==> src/core/msc_regs.svh <==
/*
 * register map, field positions, reset values and frame length bounds of
 * the mac statistics counter bank.
 * assumes a 32-bit wishbone data path with byte addresses.
 */
`ifndef MSC_REGS_SVH
`define MSC_REGS_SVH

`define MSC_ADR_W 8
`define MSC_OFS_NET_CTRL 8'h00
`define MSC_OFS_NET_CFG 8'h04
`define MSC_OFS_TYPE_ID 8'h08
`define MSC_OFS_USER_IO 8'h0c
`define MSC_OFS_CNT_BASE 8'h10
`define MSC_CNT_NUM 9

`define MSC_CTRL_RX_EN 2
`define MSC_CTRL_STAT_WE 7
`define MSC_CFG_BIG_FRAMES 8
`define MSC_USRIO_RMII 0
`define MSC_USRIO_TRANSCEIVER_CLOCK_ENABLE 1
`define MSC_TID_W 16

`define MSC_RST_VAL 32'h0000_0000
`define MSC_LEN_MIN 11'h040
`define MSC_LEN_MAX 11'h5ee
`define MSC_LEN_MAX_BIG 11'h600
`define MSC_MULTI_COLL_MAX 5'h0f

`define MSC_W_PAUSE 16
`define MSC_W_TX_OK 24
`define MSC_W_SCOL 16
`define MSC_W_MCOL 16
`define MSC_W_RX_OK 24
`define MSC_W_CRC 8
`define MSC_W_ALIGN 8
`define MSC_W_DEFER 16
`define MSC_W_LATE 8

`endif

==> src/core/msc_pkg.sv <==
/*
 * types shared by the statistics counter bank.
 * assumes msc_regs.svh supplies the numbers.
 */
`include "msc_regs.svh"

package msc_pkg;
    // counter slots, in address order from the counter base
    typedef enum {
        msc_pause_ok, msc_tx_ok, msc_single_col, msc_multi_col, msc_rx_ok,
        msc_crc_err, msc_align_err, msc_deferred, msc_late_col
    } msc_cnt_t;
    typedef logic [23:0] msc_cnt_val_t;
    typedef logic [10:0] msc_len_t;
endpackage

==> src/core/msc_stats.sv <==
/*
 * statistics counters of an ethernet mac with their wishbone register
 * file, type id compare and transceiver interface select / clock gate.
 * assumes frame status strobes come from the mac on the same clock, one
 * pulse per finished frame with its status valid in that cycle.
 */
// Behaviour
// - counters clear when read and stick at all ones.
// - receive counters advance only while receive enable is set.
// - counter writes take effect only with control bit 7 set.
// - user io bit 0 selects rmii when one, mii when zero.
// - user io bit 1 passes transceiver clock when one, blocks otherwise.
// - 16-bit count of good pause frames, 64 to max length, error free.
// - max valid length 1518, or 1536 with config bit 8.
// - 24-bit count of frames sent with no underrun and retries within limit.
// - 16-bit count of frames sent after exactly one collision.
// - 16-bit count of frames sent after two to fifteen collisions.
// - 24-bit count of good, address matched, fully copied frames.
// - 8-bit count of whole-byte valid-length frames with bad crc.
// - crc counter also counts symbol errors on whole-byte valid frames.
// - 8-bit count of valid frames with dribble bits and bad crc.
// - alignment counter also counts symbol errors on dribble frames.
// - 16-bit count of first-attempt deferrals, no collision nor underrun.
// - 8-bit count of late collisions, also counted as collisions.
// - stored type id compared with each received type/length field.
`timescale 1ns/1ps
`include "msc_regs.svh"

module msc_stats (
    // clock and reset
    input wire logic clk,
    input wire logic reset,
    // wishbone slave
    input wire logic wb_cyc_i,
    input wire logic wb_stb_i,
    input wire logic wb_we_i,
    input wire logic [`MSC_ADR_W-1:0] wb_adr_i,
    input wire logic [3:0] wb_sel_i,
    input wire logic [31:0] wb_dat_i,
    output logic [31:0] wb_dat_o,
    output logic wb_ack_o,
    // receive frame status
    input wire logic rx_done,
    input wire msc_pkg::msc_len_t rx_len,
    input wire logic rx_dribble,
    input wire logic rx_crc_bad,
    input wire logic rx_symbol_err,
    input wire logic rx_addr_match,
    input wire logic rx_copied,
    input wire logic rx_pause,
    input wire logic [15:0] rx_type_len,
    // transmit frame status
    input wire logic tx_done,
    input wire logic tx_underrun,
    input wire logic tx_retry_exceeded,
    input wire logic [4:0] tx_collisions,
    input wire logic tx_deferred,
    input wire logic tx_late_collision,
    // transceiver side
    input wire logic phy_clk_in,
    output logic phy_clk_gated,
    output logic rmii_mode,
    output logic type_id_match
);

    ////////////////////////////////////////////////////////////////////////
    // helpers

    function automatic int cnt_width(input int i);
        case (i)
            0: cnt_width = `MSC_W_PAUSE;
            1: cnt_width = `MSC_W_TX_OK;
            2: cnt_width = `MSC_W_SCOL;
            3: cnt_width = `MSC_W_MCOL;
            4: cnt_width = `MSC_W_RX_OK;
            5: cnt_width = `MSC_W_CRC;
            6: cnt_width = `MSC_W_ALIGN;
            7: cnt_width = `MSC_W_DEFER;
            default: cnt_width = `MSC_W_LATE;
        endcase
    endfunction

    function automatic logic cnt_hit(input logic [`MSC_ADR_W-1:0] a,
                                     input int i);
        cnt_hit = a == (`MSC_OFS_CNT_BASE + `MSC_ADR_W'(4 * i));
    endfunction

    // byte lanes not selected keep their old contents
    function automatic logic [31:0] merge(input logic [31:0] old_v,
                                          input logic [31:0] new_v,
                                          input logic [3:0] sel);
        merge = old_v;
        for (int b = 0; b < 4; b++) begin
            if (sel[b]) begin
                merge[8*b +: 8] = new_v[8*b +: 8];
            end
        end
    endfunction

    ////////////////////////////////////////////////////////////////////////
    // wishbone slave: ack one edge after the request is seen

    logic ack_r;
    logic req;
    logic rd_cap;
    logic wr_do;
    logic [31:0] ctrl_r;
    logic [31:0] cfg_r;
    logic [31:0] tid_r;
    logic [31:0] usrio_r;
    logic [`MSC_CNT_NUM-1:0][23:0] cnt_w;
    logic [`MSC_CNT_NUM-1:0] inc;
    logic [31:0] rd_mux;

    assign req = wb_cyc_i && wb_stb_i;
    // reads sample and clear in the same edge so no increment slips between
    assign rd_cap = req && !ack_r && !wb_we_i;
    // writes land on the edge where the master sees ack
    assign wr_do = req && ack_r && wb_we_i;
    assign wb_ack_o = ack_r;

    always_ff @(posedge clk) begin
        if (reset) begin
            ack_r <= 1'b0;
        end else begin
            ack_r <= req && !ack_r;
        end
    end

    always_comb begin
        rd_mux = `MSC_RST_VAL;
        case (wb_adr_i)
            `MSC_OFS_NET_CTRL: rd_mux = ctrl_r;
            `MSC_OFS_NET_CFG: rd_mux = cfg_r;
            `MSC_OFS_TYPE_ID: rd_mux = tid_r;
            `MSC_OFS_USER_IO: rd_mux = usrio_r;
            default: rd_mux = `MSC_RST_VAL;
        endcase
        for (int i = 0; i < `MSC_CNT_NUM; i++) begin
            if (cnt_hit(wb_adr_i, i)) begin
                rd_mux = {8'h00, cnt_w[i]};
            end
        end
    end

    always_ff @(posedge clk) begin
        if (reset) begin
            wb_dat_o <= `MSC_RST_VAL;
        end else if (rd_cap) begin
            wb_dat_o <= rd_mux;
        end
    end

    ////////////////////////////////////////////////////////////////////////
    // control registers; unused bits read as zero

    always_ff @(posedge clk) begin
        if (reset) begin
            ctrl_r <= `MSC_RST_VAL;
            cfg_r <= `MSC_RST_VAL;
            tid_r <= `MSC_RST_VAL;
            usrio_r <= `MSC_RST_VAL;
        end else if (wr_do) begin
            case (wb_adr_i)
                `MSC_OFS_NET_CTRL: begin
                    ctrl_r <= merge(ctrl_r, wb_dat_i, wb_sel_i) &
                        32'h0000_0084;
                end
                `MSC_OFS_NET_CFG: begin
                    cfg_r <= merge(cfg_r, wb_dat_i, wb_sel_i) &
                        32'h0000_0100;
                end
                `MSC_OFS_TYPE_ID: begin
                    tid_r <= merge(tid_r, wb_dat_i, wb_sel_i) &
                        32'h0000_ffff;
                end
                `MSC_OFS_USER_IO: begin
                    usrio_r <= merge(usrio_r, wb_dat_i, wb_sel_i) &
                        32'h0000_0003;
                end
                default: begin
                end
            endcase
        end
    end

    ////////////////////////////////////////////////////////////////////////
    // transceiver interface

    assign rmii_mode = usrio_r[`MSC_USRIO_RMII];
    // plain and gate: transceiver_clock_enable should only change while the phy clock is low
    assign phy_clk_gated = phy_clk_in && usrio_r[`MSC_USRIO_TRANSCEIVER_CLOCK_ENABLE];

    always_ff @(posedge clk) begin
        if (reset) begin
            type_id_match <= 1'b0;
        end else if (rx_done) begin
            type_id_match <=
                rx_type_len == tid_r[`MSC_TID_W-1:0];
        end
    end

    ////////////////////////////////////////////////////////////////////////
    // frame qualification

    logic rx_en;
    logic rx_ev;
    logic len_ok;
    logic rx_good;
    logic rx_bad;
    logic tx_ok;
    msc_pkg::msc_len_t len_max;

    assign rx_en = ctrl_r[`MSC_CTRL_RX_EN];
    assign rx_ev = rx_done && rx_en;
    assign len_max = cfg_r[`MSC_CFG_BIG_FRAMES] ?
        `MSC_LEN_MAX_BIG : `MSC_LEN_MAX;
    assign len_ok = rx_len >= `MSC_LEN_MIN && rx_len <= len_max;
    assign rx_good = len_ok && !rx_crc_bad && !rx_symbol_err;
    assign rx_bad = len_ok && (rx_crc_bad || rx_symbol_err);
    assign tx_ok = tx_done && !tx_underrun && !tx_retry_exceeded;

    always_comb begin
        inc = '0;
        inc[msc_pkg::msc_pause_ok] = rx_ev && rx_pause && rx_good;
        inc[msc_pkg::msc_tx_ok] = tx_ok;
        inc[msc_pkg::msc_single_col] = tx_ok && tx_collisions == 5'h01;
        inc[msc_pkg::msc_multi_col] = tx_ok && tx_collisions >= 5'h02 &&
            tx_collisions <= `MSC_MULTI_COLL_MAX;
        inc[msc_pkg::msc_rx_ok] = rx_ev && rx_good && rx_addr_match &&
            rx_copied;
        inc[msc_pkg::msc_crc_err] = rx_ev && !rx_dribble &&
            rx_bad;
        inc[msc_pkg::msc_align_err] = rx_ev && rx_dribble &&
            rx_bad;
        inc[msc_pkg::msc_deferred] = tx_done && tx_deferred &&
            tx_collisions == 5'h00 && !tx_underrun;
        inc[msc_pkg::msc_late_col] = tx_done && tx_late_collision;
    end

    ////////////////////////////////////////////////////////////////////////
    // counter bank; a write in the same cycle as an increment wins

    for (genvar gi = 0; gi < `MSC_CNT_NUM; gi++) begin : g_cnt
        localparam int W = cnt_width(gi);
        localparam logic [23:0] MAXV = 24'((1 << W) - 1);
        logic hit;
        logic [23:0] val_r;
        logic [31:0] wr_merged;

        assign hit = cnt_hit(wb_adr_i, gi);
        assign cnt_w[gi] = val_r;
        assign wr_merged = merge({8'h00, val_r}, wb_dat_i, wb_sel_i);

        always_ff @(posedge clk) begin
            if (reset) begin
                val_r <= 24'h000000;
            end else if (rd_cap && hit) begin
                val_r <= inc[gi] ? 24'h000001 : 24'h000000;
            end else if (wr_do && hit && ctrl_r[`MSC_CTRL_STAT_WE]) begin
                val_r <= wr_merged[23:0] & MAXV;
            end else if (inc[gi] && val_r != MAXV) begin
                val_r <= val_r + 24'h000001;
            end
        end
    end

    ////////////////////////////////////////////////////////////////////////
    // assertions

    logic quiet;
    assign quiet = !req;
endmodule // msc_stats

==> config.mk <==
export PLATFORM = sky130hd
export DESIGN_NAME = msc_stats
export DESIGN_NICKNAME = d
export VERILOG_FILES = /design/src/core/msc_pkg.sv /design/src/core/msc_stats.sv
export VERILOG_INCLUDE_DIRS = /design/src /design/src/core
export SDC_FILE = /design/constraint.sdc
export NUM_CORES = 1
export LEC_CHECK = 0
export BUFFER_PORTS_ARGS = -buffer_cell sky130_fd_sc_hd__buf_2
export CORE_AREA = 10 10 222 224
export DETAILED_ROUTE_END_ITERATION = 8
export DIE_AREA = 0 0 232 234
export MAX_ROUTING_LAYER = met4
export PLACE_DENSITY_LB_ADDON = 0.2
export SYNTH_ARGS = -nofsm -noshare
export SYNTH_HDL_FRONTEND = slang
export SYNTH_SLANG_ARGS = --single-unit
export TNS_END_PERCENT = 50
==> constraint.sdc <==
create_clock -name clk -period 2.7 [get_ports clk]
set_input_delay 0.27 -clock clk [delete_from_list [all_inputs] [get_ports clk]]
set_output_delay 0.27 -clock clk [all_outputs]
set_load 0.005 [all_outputs]
* Yosys cells after proc, flatten, opt, wreduce, memory -nomap -nowiden
Index checks and enable logic that the tools add are counted.
** Operators by class
- Muxes and demuxes :: 50
- Equality and inequality tests :: 40
- Reductions and logical operators :: 106
- Magnitude comparators :: 4
- $add $sub $neg :: 9
** Operator list (count)
- two-way mux 24 bit :: 35
- adder 24 x 1 -> 24 bit (second input constant) :: 9
- inequality test 24 x 16 -> 1 bit (second input constant) :: 4
- inequality test 24 x 8 -> 1 bit (second input constant) :: 3
- logical AND 1 bit :: 65
- one-hot mux 16 bit (4 select lines) :: 1
- inequality test 3 bit (second input constant) :: 17
- inequality test 24 bit (second input constant) :: 2
- equality test 8 x 6 -> 1 bit (second input constant) :: 5
- AND reduction 2 bit :: 17
- equality test 8 x 5 -> 1 bit (second input constant) :: 4
- two-way mux 32 bit :: 1
- nonzero test 3 bit :: 9
- two-way mux 8 bit :: 3
- equality test 16 bit :: 1
- equality test 8 x 4 -> 1 bit (second input constant) :: 2
- AND reduction 3 bit :: 5
- >= comparator 11 x 7 -> 1 bit (second input constant) :: 1
- <= comparator 11 bit :: 1
- two-way mux 10 bit :: 1
- two-way mux 1 bit :: 9
- equality test 8 x 3 -> 1 bit (second input constant) :: 1
- zero test 8 bit :: 1
- zero test 1 bit :: 7
- 5 further kinds :: 5
** Storage, ports and cells
- Register bits :: 271
- Bits of input ports :: 94
- Output and inout bits :: 36

* Depth between registers and ports, before layout
Gate-level depths: netlist of run 1.
- Depth after elaboration :: 12
- Gate-level depth with buffers :: 11

* Least setup slack after synthesis of run 1
Ideal clock, no wire load.
- Kind :: reg-to-reg
- Start point :: register cfg_r[8]
- End point :: register g_cnt[6].val_r[23]
- Buffers on the path :: 1
- Setup slack :: -0.225 ns
- Library setup time :: 0.071 ns
- Stages on the path, launching flop included :: 10
- Data required time :: 2.629 ns
- Arrival time :: 2.855 ns
- Path through :: dfxtp_1 inv_1 ha_1 and3_1 a221o_1 o221a_1 or4_1 buf_2 or4_1 a21oi_1
** Between the ends
- Longest elaborated chain between the ends :: 7
** RTL lines
- start, declared :: line msc_stats.sv:108 : logic [31:0] cfg_r;
- start signal, assigned :: line msc_stats.sv:160 : cfg_r <= `MSC_RST_VAL;
- start signal, assigned :: line msc_stats.sv:170 : cfg_r <= merge(cfg_r, wb_dat_i, wb_sel_i) &
- two-way mux 10 bit (no line)
- <= comparator 11 bit :: line msc_stats.sv:218 : assign len_ok = rx_len >= `MSC_LEN_MIN && rx_len <= len_max;
- logical AND 1 bit :: line msc_stats.sv:218
- logical AND 1 bit :: line msc_stats.sv:220 : assign rx_bad = len_ok && (rx_crc_bad || rx_symbol_err);
- logical AND 1 bit :: line msc_stats.sv:234 : inc[msc_pkg::msc_align_err] = rx_ev && rx_dribble &&
- logical AND 1 bit :: line msc_stats.sv:262 : end else if (inc[gi] && val_r != MAXV) begin
- nonzero test 3 bit (no line)
- end signal, assigned :: line msc_stats.sv:259 : val_r <= inc[gi] ? 24'h000001 : 24'h000000;
- end signal, assigned :: line msc_stats.sv:261 : val_r <= wr_merged[23:0] & MAXV;
- end signal, assigned :: line msc_stats.sv:263 : val_r <= val_r + 24'h000001;
- end, declared :: line msc_stats.sv:248 : logic [23:0] val_r;
No other way between the ends.
A chain may end at the register's enable or synchronous reset.

* Worst setup path after layout of run 1
- Start point :: register cfg_r[8]
- End point :: register g_cnt[4].val_r[10]
** Between the ends
- Longest elaborated chain between the ends :: 11
** RTL lines
- two-way mux 10 bit (no line)
- <= comparator 11 bit :: line msc_stats.sv:218
- logical AND 1 bit :: line msc_stats.sv:218
- logical AND 1 bit (2 in series) :: line msc_stats.sv:219 : assign rx_good = len_ok && !rx_crc_bad && !rx_symbol_err;
- logical AND 1 bit (3 in series) :: line msc_stats.sv:230 : inc[msc_pkg::msc_rx_ok] = rx_ev && rx_good && rx_addr_match &&
- logical AND 1 bit :: line msc_stats.sv:262
- nonzero test 3 bit (no line)
- AND reduction 2 bit (no line)
- end signal, assigned :: line msc_stats.sv:259
- end signal, assigned :: line msc_stats.sv:261
- end signal, assigned :: line msc_stats.sv:263
- end, declared :: line msc_stats.sv:248
No other way between the ends.

==> results of run 1 <==
[layout make-up]
class | count | area share, %
clock buffers | 51 | 4.66
diodes | 1 | 0.0113
repair buffers | 384 | 12.5
clock inverters | 10 | 0.389
multi-input cells | 1868 | 54.5
well taps | 600 | 3.38
flip-flops and latches | 263 | 23.7
inverters | 49 | 0.839
[state kept, by name, summed over array words and instances (netlist names)]
signal,count
g_cnt.val_r,216
wb_dat_o,24
tid_r,16
ctrl_r,2
usrio_r,2
cfg_r,1
type_id_match,1
wb_ack_o,1
[final timing paths]
| check | slack, ns | start | endpoint |
|---|---|---|---|
| max reg2reg | -0.22 | cfg_r[8] | g_cnt[4].val_r[10] |
| min | 0.01 | rx_done | type_id_match |
| max | -0.22 | cfg_r[8] | g_cnt[4].val_r[10] |
| min reg2reg | 0.48 | wb_dat_o[23] | wb_dat_o[23] |
[Yosys cell counts, drive strengths merged, types with 24 or more instances]
cell / n / area share [%]
dfxtp: 263 / 30
nand2: 244 / 5.2
nor2: 227 / 4.9
a21oi: 209 / 6.0
o21ai: 140 / 4.0
clkbuf: 118 / 2.5
nand3: 99 / 2.8
nor3: 85 / 2.5
nand4: 62 / 2.2
xnor2: 61 / 3.0
nor4: 50 / 2.4
and3: 49 / 1.7
inv: 48 / 1.0
buf: 43 / 1.4
mux2i: 41 / 2.3
a22oi: 39 / 1.7
o211ai: 37 / 1.6
a211oi: 35 / 1.5
or3: 32 / 1.1
or4: 30 / 1.3
and2: 28 / 0.99
xor2: 28 / 1.4
o31ai: 24 / 1.0
[kinds of logic (layout without fill, tap and decap cells)]
family	Yosys count	in the layout	share of synthesized area [%]
AO/OA/AOI/OAI	719	720	27.3
buffers and inverters	210	494	4.91
XOR/XNOR	89	89	4.42
adder cells (fa/ha/maj)	17	17	1.21
flip-flops	263	263	29.8
AND/OR/NAND/NOR	975	975	28.4
multiplexers	59	59	3.86
other	1	9	0.0213
[what timing repair did]
action	in CTS	in global routing
hold endpoints to repair	0	0
setup endpoints to repair	75	80
gates resized for setup	40	97
gates cloned	3	1
pin swaps	30	54
setup buffers	6	4
[critical path, cell delays in order (launching register included)]
cell      delay [ns]
dfxtp_4         0.45
ha_4            0.23
a211o_1         0.28
o2111a_1        0.27
o221a_4         0.32
buf_12          0.14
buf_6           0.12
buf_4           0.17
or4_1           0.53
a21oi_1         0.16
o32ai_1         0.10
[through the flow]
step	std cells	worst slack [ns]	hold slack, ns	total power [mW]
2_1_floorplan	2340	0.00316	0.414	4.28
3_3_place_gp	3150	-0.279	0.468	4.66
3_5_place_dp	3150	-0.282	0.477	4.66
4_1_cts	3220	-0.170	0.000648	9.32
5_1_grt	3226	-0.252	0.0285	9.51
6_report	3226	-0.221	0.0141	9.31
[routing by layer]
metal / GRT usage, % / part of all wire, % / vias up
li1: - / - / 9409
met1: 37.6 / 40 / 9957
met2: 48.2 / 46 / 981
met3: 5.33 / 8.4 / 237
met4: 16.2 / 5.7 / 0
met5: - / 0 / -
[report_power, final]
group | internal [mW] | total, mW | switching (mW)
Sequential | 3.89 | 3.90 | 0.0122
Combinational | 0.220 | 0.720 | 0.500
Clock | 2.76 | 4.68 | 1.92
==> results.ini, run 1 <==
[grt]
antenna_found_initial = 1
grt_max_degree = 53
overflow = 0
grt_pass1_wl_um = 124000
grt_pass1_vias = 19200
grt_usage_pct = 30.8

[timing]
setup_slack_ns = -0.221
clock_skew_ns = 0.0274
drv_slew = 0
fin_crit_sh_pct = 108
finalSetupViolCount = 45
rsz0062_at_grt = yes
post-route-min-period_ns = 2.92
worstMarginPinSlew_ns = 0.747
slew_headroom_pct = 50.0
fin_setup_tns_ns = -3.86
fmax_mhz = 342
finalHoldViolCount = 0

[detailed_routing]
drc = 0
wirelength_um = 85000
ant_nets = 0
drt_iter0_markers = 2323
vias = 20600
vias_per_cell = 6.38
first_pass_iters = 6
wl_per_cell_um = 26.4

[floorplan]
fp-row-count = 78
core_area_um2 = 44900
io_pins = 130
die_y_um = 234
die_area_um2 = 54300
start_util_pct = 39.3
die_x_um = 232

[synthesis]
synth-async-reset-ratio_pct = 0
yosysSeqAreaShare_pct = 29.8
synth_cells = 2333
syn_area_per_cell_um2 = 7.56
yosys_warnings = 0
synth_seq_cells = 263
netlist_area_um2 = 17600
synth_flop_cell = dfxtp_1
ys_types = 99
synth-edff-count = 0

[setup_path]
reg2reg_depth = 10
worstPathRequired_ns = 3.13
critical_path_class = register to register
worstPathArrival_ns = 3.35
start_kind = register
critPathMaxFanout = 8
worstSetupEndpointType = register

[cells_and_area]
post-route-util_pct = 49.5
regArea_um2 = 5270
multi_input_area_um2 = 12100
nets = 2712
nFillCells = 4470
area_growth_pct = 25.9
drive_above_1_share_pct = 22.3
stdcell_area_um2 = 22200
layout_commonest_cell = dfxtp_1
layout_common_cells = 262 x dfxtp_1, 246 x buf_4, 244 x nand2_1

[pwr]
p_leak_nw = 7.89
ir_drop_uv = 488
p_per_area_nw_per_um2 = 419

[place]
hpwl_um = 63400
numPortBuffers = 112
dpl_cell_area_um2 = 20400
finalWeightedCongestion = 1.04

[clock_network]
clock_latency_ns = 0.56
clk_pin_slew_ns = 0.06
cts_tree = yes
numCtsBuffers = 35
cts_sinks = 263
htree_num_levels = 2
max-clock-path-buffers = 3
cts-hold-fix-buffers = 0
root_buffer = clkbuf_16

[run]
drv_cap = 0

[hold_path]
holdPathStages = 3
hp-class = input port to register

[status]
status = finished, violations left
violations = negative setup slack

Power figures use the tool's default switching activity.
==> run 2: changes to the inputs <==
Clock period 2.7 ns to 3.6 ns, I/O delays scaled along.
==> results.ini, run 2 (synthesized netlist as in run 1, its figures left out) <==
[cells_and_area]
nets = 2527  ; was 2712
reg.largest.list = g_cnt.val_r x216, wb_dat_o x24, tid_r x16  ; unchanged
post-route-util_pct = 44.9  ; was 49.5%
drive_above_1_share_pct = 13.6  ; was 22.3%
area_growth_pct = 14.3  ; was 25.9%
regArea_um2 = 5270  ; about the same
layout_common_cells = 263 x dfxtp_1, 244 x nand2_1, 224 x nor2_1  ; was 262 x dfxtp_1, 246 x buf_4, 244 x nand2_1
largest_register_ffs = 216  ; unchanged
multi_input_area_um2 = 11600  ; was 12100 um^2
regMostFlops = g_cnt.val_r  ; unchanged
stdcell_area_um2 = 20200  ; was 22200 um^2
layout_commonest_cell = dfxtp_1  ; unchanged
nFillCells = 4584  ; was 4470

[place]
numPortBuffers = 112  ; unchanged
dpl_cell_area_um2 = 19100  ; was 20400 um^2
hpwl_um = 59900  ; was 63400 um
finalWeightedCongestion = 1.05  ; was 1.04
pre_cts_slack_ns = 0.187  ; was -0.282 ns

[grt]
overflow = 0  ; unchanged
grt_pass1_vias = 18200  ; was 19200
antenna_found_initial = 7  ; was 1
grt_usage_pct = 29.1  ; was 30.8%
grt_max_degree = 58  ; was 53
grt_pass1_wl_um = 118000  ; was 124000 um

[floorplan]
fp-row-count = 78  ; unchanged
die_x_um = 232  ; unchanged
start_util_pct = 39.3  ; unchanged
die_area_um2 = 54300  ; unchanged
die_y_um = 234  ; unchanged
io_pins = 130  ; unchanged
core_area_um2 = 44900  ; unchanged

[hold_path]
hp-class = input port to register  ; unchanged
hp-start = rx_done  ; unchanged
holdPathStages = 3  ; unchanged
whs_endpoint = type_id_match  ; unchanged

[timing]
drv_slew = 0  ; unchanged
rsz0062_at_grt = no  ; was yes
clock_skew_ns = 0.0175  ; was 0.0274 ns
fin_crit_sh_pct = 94.2  ; was 108%
finalSetupViolCount = 0  ; was 45
worstMarginPinSlew_ns = 1.07  ; was 0.747 ns
fmax_mhz = 295  ; was 342 MHz
slew_headroom_pct = 28.4  ; was 50.0%
post-route-min-period_ns = 3.39  ; was 2.92 ns
fin_setup_tns_ns = 0  ; was -3.86 ns
setup_slack_ns = 0.209  ; was -0.221 ns
finalHoldViolCount = 0  ; unchanged

[detailed_routing]
wirelength_um = 80500  ; was 85000 um
wl_per_cell_um = 26.4  ; about the same
drc = 0  ; unchanged
drt_iter0_markers = 2564  ; was 2323
ant_nets = 0  ; unchanged
vias = 20000  ; was 20600
vias_per_cell = 6.57  ; was 6.38
first_pass_iters = 8  ; was 6

[setup_path]
worstPathRequired_ns = 4.10  ; was 3.13 ns
worstSetupEndpointType = register  ; unchanged
critPathMaxFanout = 15  ; was 8
r2r-end = g_cnt[5].val_r[7]  ; was g_cnt[4].val_r[10]
worstPathArrival_ns = 3.89  ; was 3.35 ns
critPathLaunch = cfg_r[8]  ; unchanged
start_kind = register  ; unchanged
critical_path_class = register to register  ; unchanged
reg2reg_depth = 9  ; was 10
worstReg2RegStart = cfg_r[8]  ; unchanged
ff2ff_setup_slack_ns = 0.21  ; was -0.22 ns

[clock_network]
clk_pin_slew_ns = 0.06  ; about the same
numCtsBuffers = 31  ; was 35
post_cts_buffers = 0  ; was 6
max-clock-path-buffers = 3  ; unchanged
htree_num_levels = 1  ; was 2
cts_sinks = 263  ; unchanged
root_buffer = clkbuf_16  ; unchanged
ctsResizeCount = 0  ; was 40
cts-hold-fix-buffers = 0  ; unchanged
cts_tree = yes  ; unchanged
clock_latency_ns = 0.60  ; was 0.56 ns

[pwr]
p_leak_nw = 6.83  ; was 7.89 nW
ir_drop_uv = 285  ; was 488 uV
p_per_area_nw_per_um2 = 336  ; was 419 nW/um^2

[run]
drv_cap = 0  ; unchanged

[status]
status = complete, no violations  ; was finished, violations left

run 2: final cells by class:
| type | count | area share, % |
|---|---|---|
| Clock inverter | 14 | 0.788 |
| Inverter | 49 | 0.912 |
| Timing Repair Buffer | 204 | 6.34 |
| Sequential cell | 263 | 26.1 |
| Clock buffer | 44 | 4.59 |
| Tap cell | 600 | 3.72 |
| Multi-Input combinational cell | 1867 | 57.4 |
| Antenna cell | 8 | 0.0993 |
run 2: worst max path at each step:
stage / endpoint / slack, ns / cells after the start
final: g_cnt[5].val_r[7] / 0.21 / 9
after global routing: g_cnt[0].val_r[23] / 0.02 / 9
after CTS: g_cnt[6].val_r[21] / 0.19 / 8
after detailed placement: g_cnt[6].val_r[21] / 0.19 / 8
after global placement: g_cnt[6].val_r[21] / 0.27 / 8
after floorplan: g_cnt[6].val_r[23] / 0.67 / 9
run 2: critical path: stages, from the launching register on:
cell,delay [ns]
dfxtp_1,0.56
inv_1,0.12
ha_1,0.31
and3_1,0.21
a221o_1,0.32
o221a_1,0.31
buf_4,0.24
o31a_1,0.42
or4_1,0.65
o32ai_1,0.16
run 2: per-stage QoR:
| step | total power [mW] | hold slack, ns | std cells |
|---|---|---|---|
| 5_1_grt | 6.92 | 0.135 | 3048 |
| 3_3_place_gp | 3.44 | 0.466 | 2983 |
| 2_1_floorplan | 3.21 | 0.444 | 2340 |
| 6_report | 6.78 | 0.113 | 3049 |
| 3_5_place_dp | 3.44 | 0.475 | 2983 |
| 4_1_cts | 6.78 | 0.0971 | 3041 |
run 2: metal layers:
| layer | GRT usage, % | part of all wire (%) |
|---|---|---|
| met1 | 36.6 | 41 |
| met3 | 5.31 | 9.0 |
| met4 | 13.0 | 5.3 |
| met5 | - | 0 |
| met2 | 44.9 | 45 |
run 2: where the power goes:
part	switching [mW]	internal, mW
registers	0.0122	2.92
logic	0.343	0.124
clock network	1.38	1.99
==> run 3: changes to the inputs <==
Settings changed: ABC_AREA set to 1, CORE_AREA 10 10 222 224 to 10 10 229 231, DIE_AREA 0 0 232 234 to 0 0 239 241.
==> results.ini, run 3 <==
[grt]
grtUsageMet2_pct = 40.4  ; was 44.9%
grt_usage_pct = 27.3  ; was 29.1%
overflow = 0  ; unchanged
met3_usage_pct = 4.49  ; was 5.31%
grt_pass1_wl_um = 118000  ; about the same
antenna_found_initial = 2  ; was 7
top_usage_layer = met2  ; unchanged
grt_max_degree = 50  ; was 58
grt_pass1_vias = 19600  ; was 18200
met1_usage_pct = 36.6  ; about the same

[cells_and_area]
post-route-util_pct = 44.4  ; was 44.9%
nets = 3303  ; was 2527
fin_cells = 3833  ; was 3049
reg.largest.list = g_cnt.val_r x216, wb_dat_o x24, tid_r x16  ; unchanged
area_growth_pct = 11.4  ; was 14.3%
drive_above_1_share_pct = 9.07  ; was 13.6%
stdcell_area_um2 = 21100  ; was 20200 um^2
layout_commonest_cell = nand2_1  ; was dfxtp_1
largest_register_ffs = 216  ; unchanged
regMostFlops = g_cnt.val_r  ; unchanged
antenna_cells = 0  ; was 8
layout_common_cells = 738 x nand2_1, 396 x nor2_1, 323 x inv_1  ; was 263 x dfxtp_1, 244 x nand2_1, 224 x nor2_1

[clock_network]
clock_latency_ns = 0.56  ; was 0.60 ns
ctsResizeCount = 0  ; unchanged
root_buffer = clkbuf_16  ; unchanged
cts-hold-fix-buffers = 0  ; unchanged
cts_sinks = 263  ; unchanged
max-clock-path-buffers = 3  ; unchanged
clk_pin_slew_ns = 0.06  ; about the same
numCtsBuffers = 34  ; was 31
cts_tree = yes  ; unchanged
post_cts_buffers = 0  ; unchanged
htree_num_levels = 2  ; was 1

[detailed_routing]
vias = 21600  ; was 20000
drt_iter0_markers = 2302  ; was 2564
ant_nets = 0  ; unchanged
wl_per_cell_um = 20.4  ; was 26.4 um
first_pass_iters = 7  ; was 8
drc = 0  ; unchanged
vias_per_cell = 5.64  ; was 6.57
wirelength_um = 78300  ; was 80500 um

[setup_path]
critPathMaxFanout = 28  ; was 15
start_kind = register  ; unchanged
worstSetupEndpointType = register  ; unchanged
critical_path_class = register to register  ; unchanged
worstPathRequired_ns = 4.10  ; about the same
ff2ff_setup_slack_ns = 0.54  ; was 0.21 ns
r2r-end = g_cnt[4].val_r[9]  ; was g_cnt[5].val_r[7]
worstReg2RegStart = cfg_r[8]  ; unchanged
reg2reg_depth = 14  ; was 9
worstPathArrival_ns = 3.56  ; was 3.89 ns

[hold_path]
hp-class = input port to register  ; unchanged
hp-start = rx_done  ; unchanged
holdPathStages = 3  ; unchanged
whs_endpoint = type_id_match  ; unchanged

[floorplan]
core_area_um2 = 47500  ; was 44900 um^2
die_x_um = 239  ; was 232 um
io_pins = 130  ; unchanged
start_util_pct = 39.9  ; was 39.3%
die_area_um2 = 57600  ; was 54300 um^2
fp-row-count = 80  ; was 78
die_y_um = 241  ; was 234 um

[place]
numPortBuffers = 112  ; unchanged
dpl_cell_area_um2 = 20000  ; was 19100 um^2
hpwl_um = 59100  ; was 59900 um
finalWeightedCongestion = 1.01  ; was 1.05
dp.cells = 3771  ; was 2983

[pwr]
p_per_area_nw_per_um2 = 324  ; was 336 nW/um^2
ir_drop_uv = 277  ; was 285 uV
p_leak_nw = 8.37  ; was 6.83 nW

[timing]
worstMarginPinSlew_ns = 0.836  ; was 1.07 ns
rsz0062_at_grt = no  ; unchanged
finalHoldViolCount = 0  ; unchanged
fin_setup_tns_ns = 0  ; unchanged
slew_headroom_pct = 44.1  ; was 28.4%
fmax_mhz = 327  ; was 295 MHz
post-route-min-period_ns = 3.06  ; was 3.39 ns
drv_slew = 0  ; unchanged
finalSetupViolCount = 0  ; unchanged
fin_crit_sh_pct = 85.0  ; was 94.2%
clock_skew_ns = 0.0137  ; was 0.0175 ns

[synthesis]
synthTopCellsByCount = 738 x nand2_1, 397 x nor2_1, 324 x inv_1  ; was 263 x dfxtp_1, 244 x nand2_1, 224 x nor2_1
yosys.area.top_type = dfxtp_1  ; unchanged
synth_seq_cells = 263  ; unchanged
syn_area_per_cell_um2 = 6.05  ; was 7.56 um^2
synth-edff-count = 0  ; unchanged
synth_area_leaders = dfxtp_1 28%, nand2_1 15%, a21oi_1 8.0%  ; was dfxtp_1 30%, a21oi_1 5.8%, nand2_1 5.2%
yosysSeqAreaShare_pct = 27.8  ; was 29.8%
synth_cells = 3134  ; was 2333
synth_top_area_share_pct = 27.8  ; was 29.8%
ys_types = 52  ; was 99
netlist_area_um2 = 19000  ; was 17600 um^2
yosysMostFrequentCell = nand2_1  ; was dfxtp_1
synth-async-reset-ratio_pct = 0  ; unchanged
synth_flop_cell = dfxtp_1  ; unchanged
yosys_warnings = 0  ; unchanged

[run]
drv_cap = 0  ; unchanged

[status]
status = complete, no violations  ; unchanged

==> run 3: layout make-up <==
type                            count  area [um^2]
Fill cell                        5134        26400
Multi-Input combinational cell   2397        11800
Sequential cell                   263         5270
Inverter                          349         1320
Clock buffer                       49          977
Timing Repair Buffer              147          838
Tap cell                          615          769
Clock inverter                     13          136
==> run 3: critical path: stages, from the launching register on <==
cell     delay (ns)
dfxtp_1        0.50
inv_1          0.14
ha_1           0.29
nand2_1        0.11
nor2_1         0.06
nand3_1        0.08
nand3_1        0.07
nand2_1        0.21
nand4_1        0.40
o21ai_2        0.39
buf_4          0.34
nand2_1        0.16
nand2_1        0.10
nand2_1        0.06
nor2_1         0.08
==> run 3: how the worst max path moves through the flow <==
stage | start | endpoint | slack [ns]
after floorplan | cfg_r[8] | g_cnt[0].val_r[17] | 1.45
after global placement | cfg_r[8] | g_cnt[4].val_r[9] | 0.59
after detailed placement | cfg_r[8] | g_cnt[4].val_r[9] | 0.57
after CTS | cfg_r[8] | g_cnt[4].val_r[9] | 0.54
after global routing | cfg_r[8] | g_cnt[4].val_r[22] | 0.32
final | cfg_r[8] | g_cnt[4].val_r[9] | 0.54
==> run 3: kinds of logic after synthesis <==
logic type	share of synthesized area (%)
xor gates and xnor gates	5.91
and+or+nand+nor	37.5
adders and majority gates	1.12
AOI/OAI and AO/OA	17.6
buffers and inverters	10.1
other	0.0198
DFF	27.8
==> run 3: power breakdown <==
part | internal, mW | total, mW | switching (mW) | leakage [nW]
Clock | 2.04 | 3.49 | 1.45 | 0.551
Combinational | 0.108 | 0.396 | 0.287 | 5.70
Sequential | 2.93 | 2.95 | 0.0253 | 2.12
Total | 5.08 | 6.84 | 1.76 | 8.37
==> run 3: metrics by stage <==
stage                     power (mW)  hold slack [ns]  setup WS [ns]
after floorplan                 3.22            0.451           1.45
after global placement          3.40            0.453          0.594
after detailed placement        3.41            0.461          0.565
after CTS                       6.89           0.0968          0.535
after global routing            7.03            0.113          0.321
final                           6.84            0.113          0.540
==> run 3: metal layers <==
metal | routed length, um | part of all wire (%)
met4 | 2950 | 3.8
met5 | 0 | 0
met2 | 33700 | 43
met1 | 34300 | 44
met3 | 7350 | 9.4
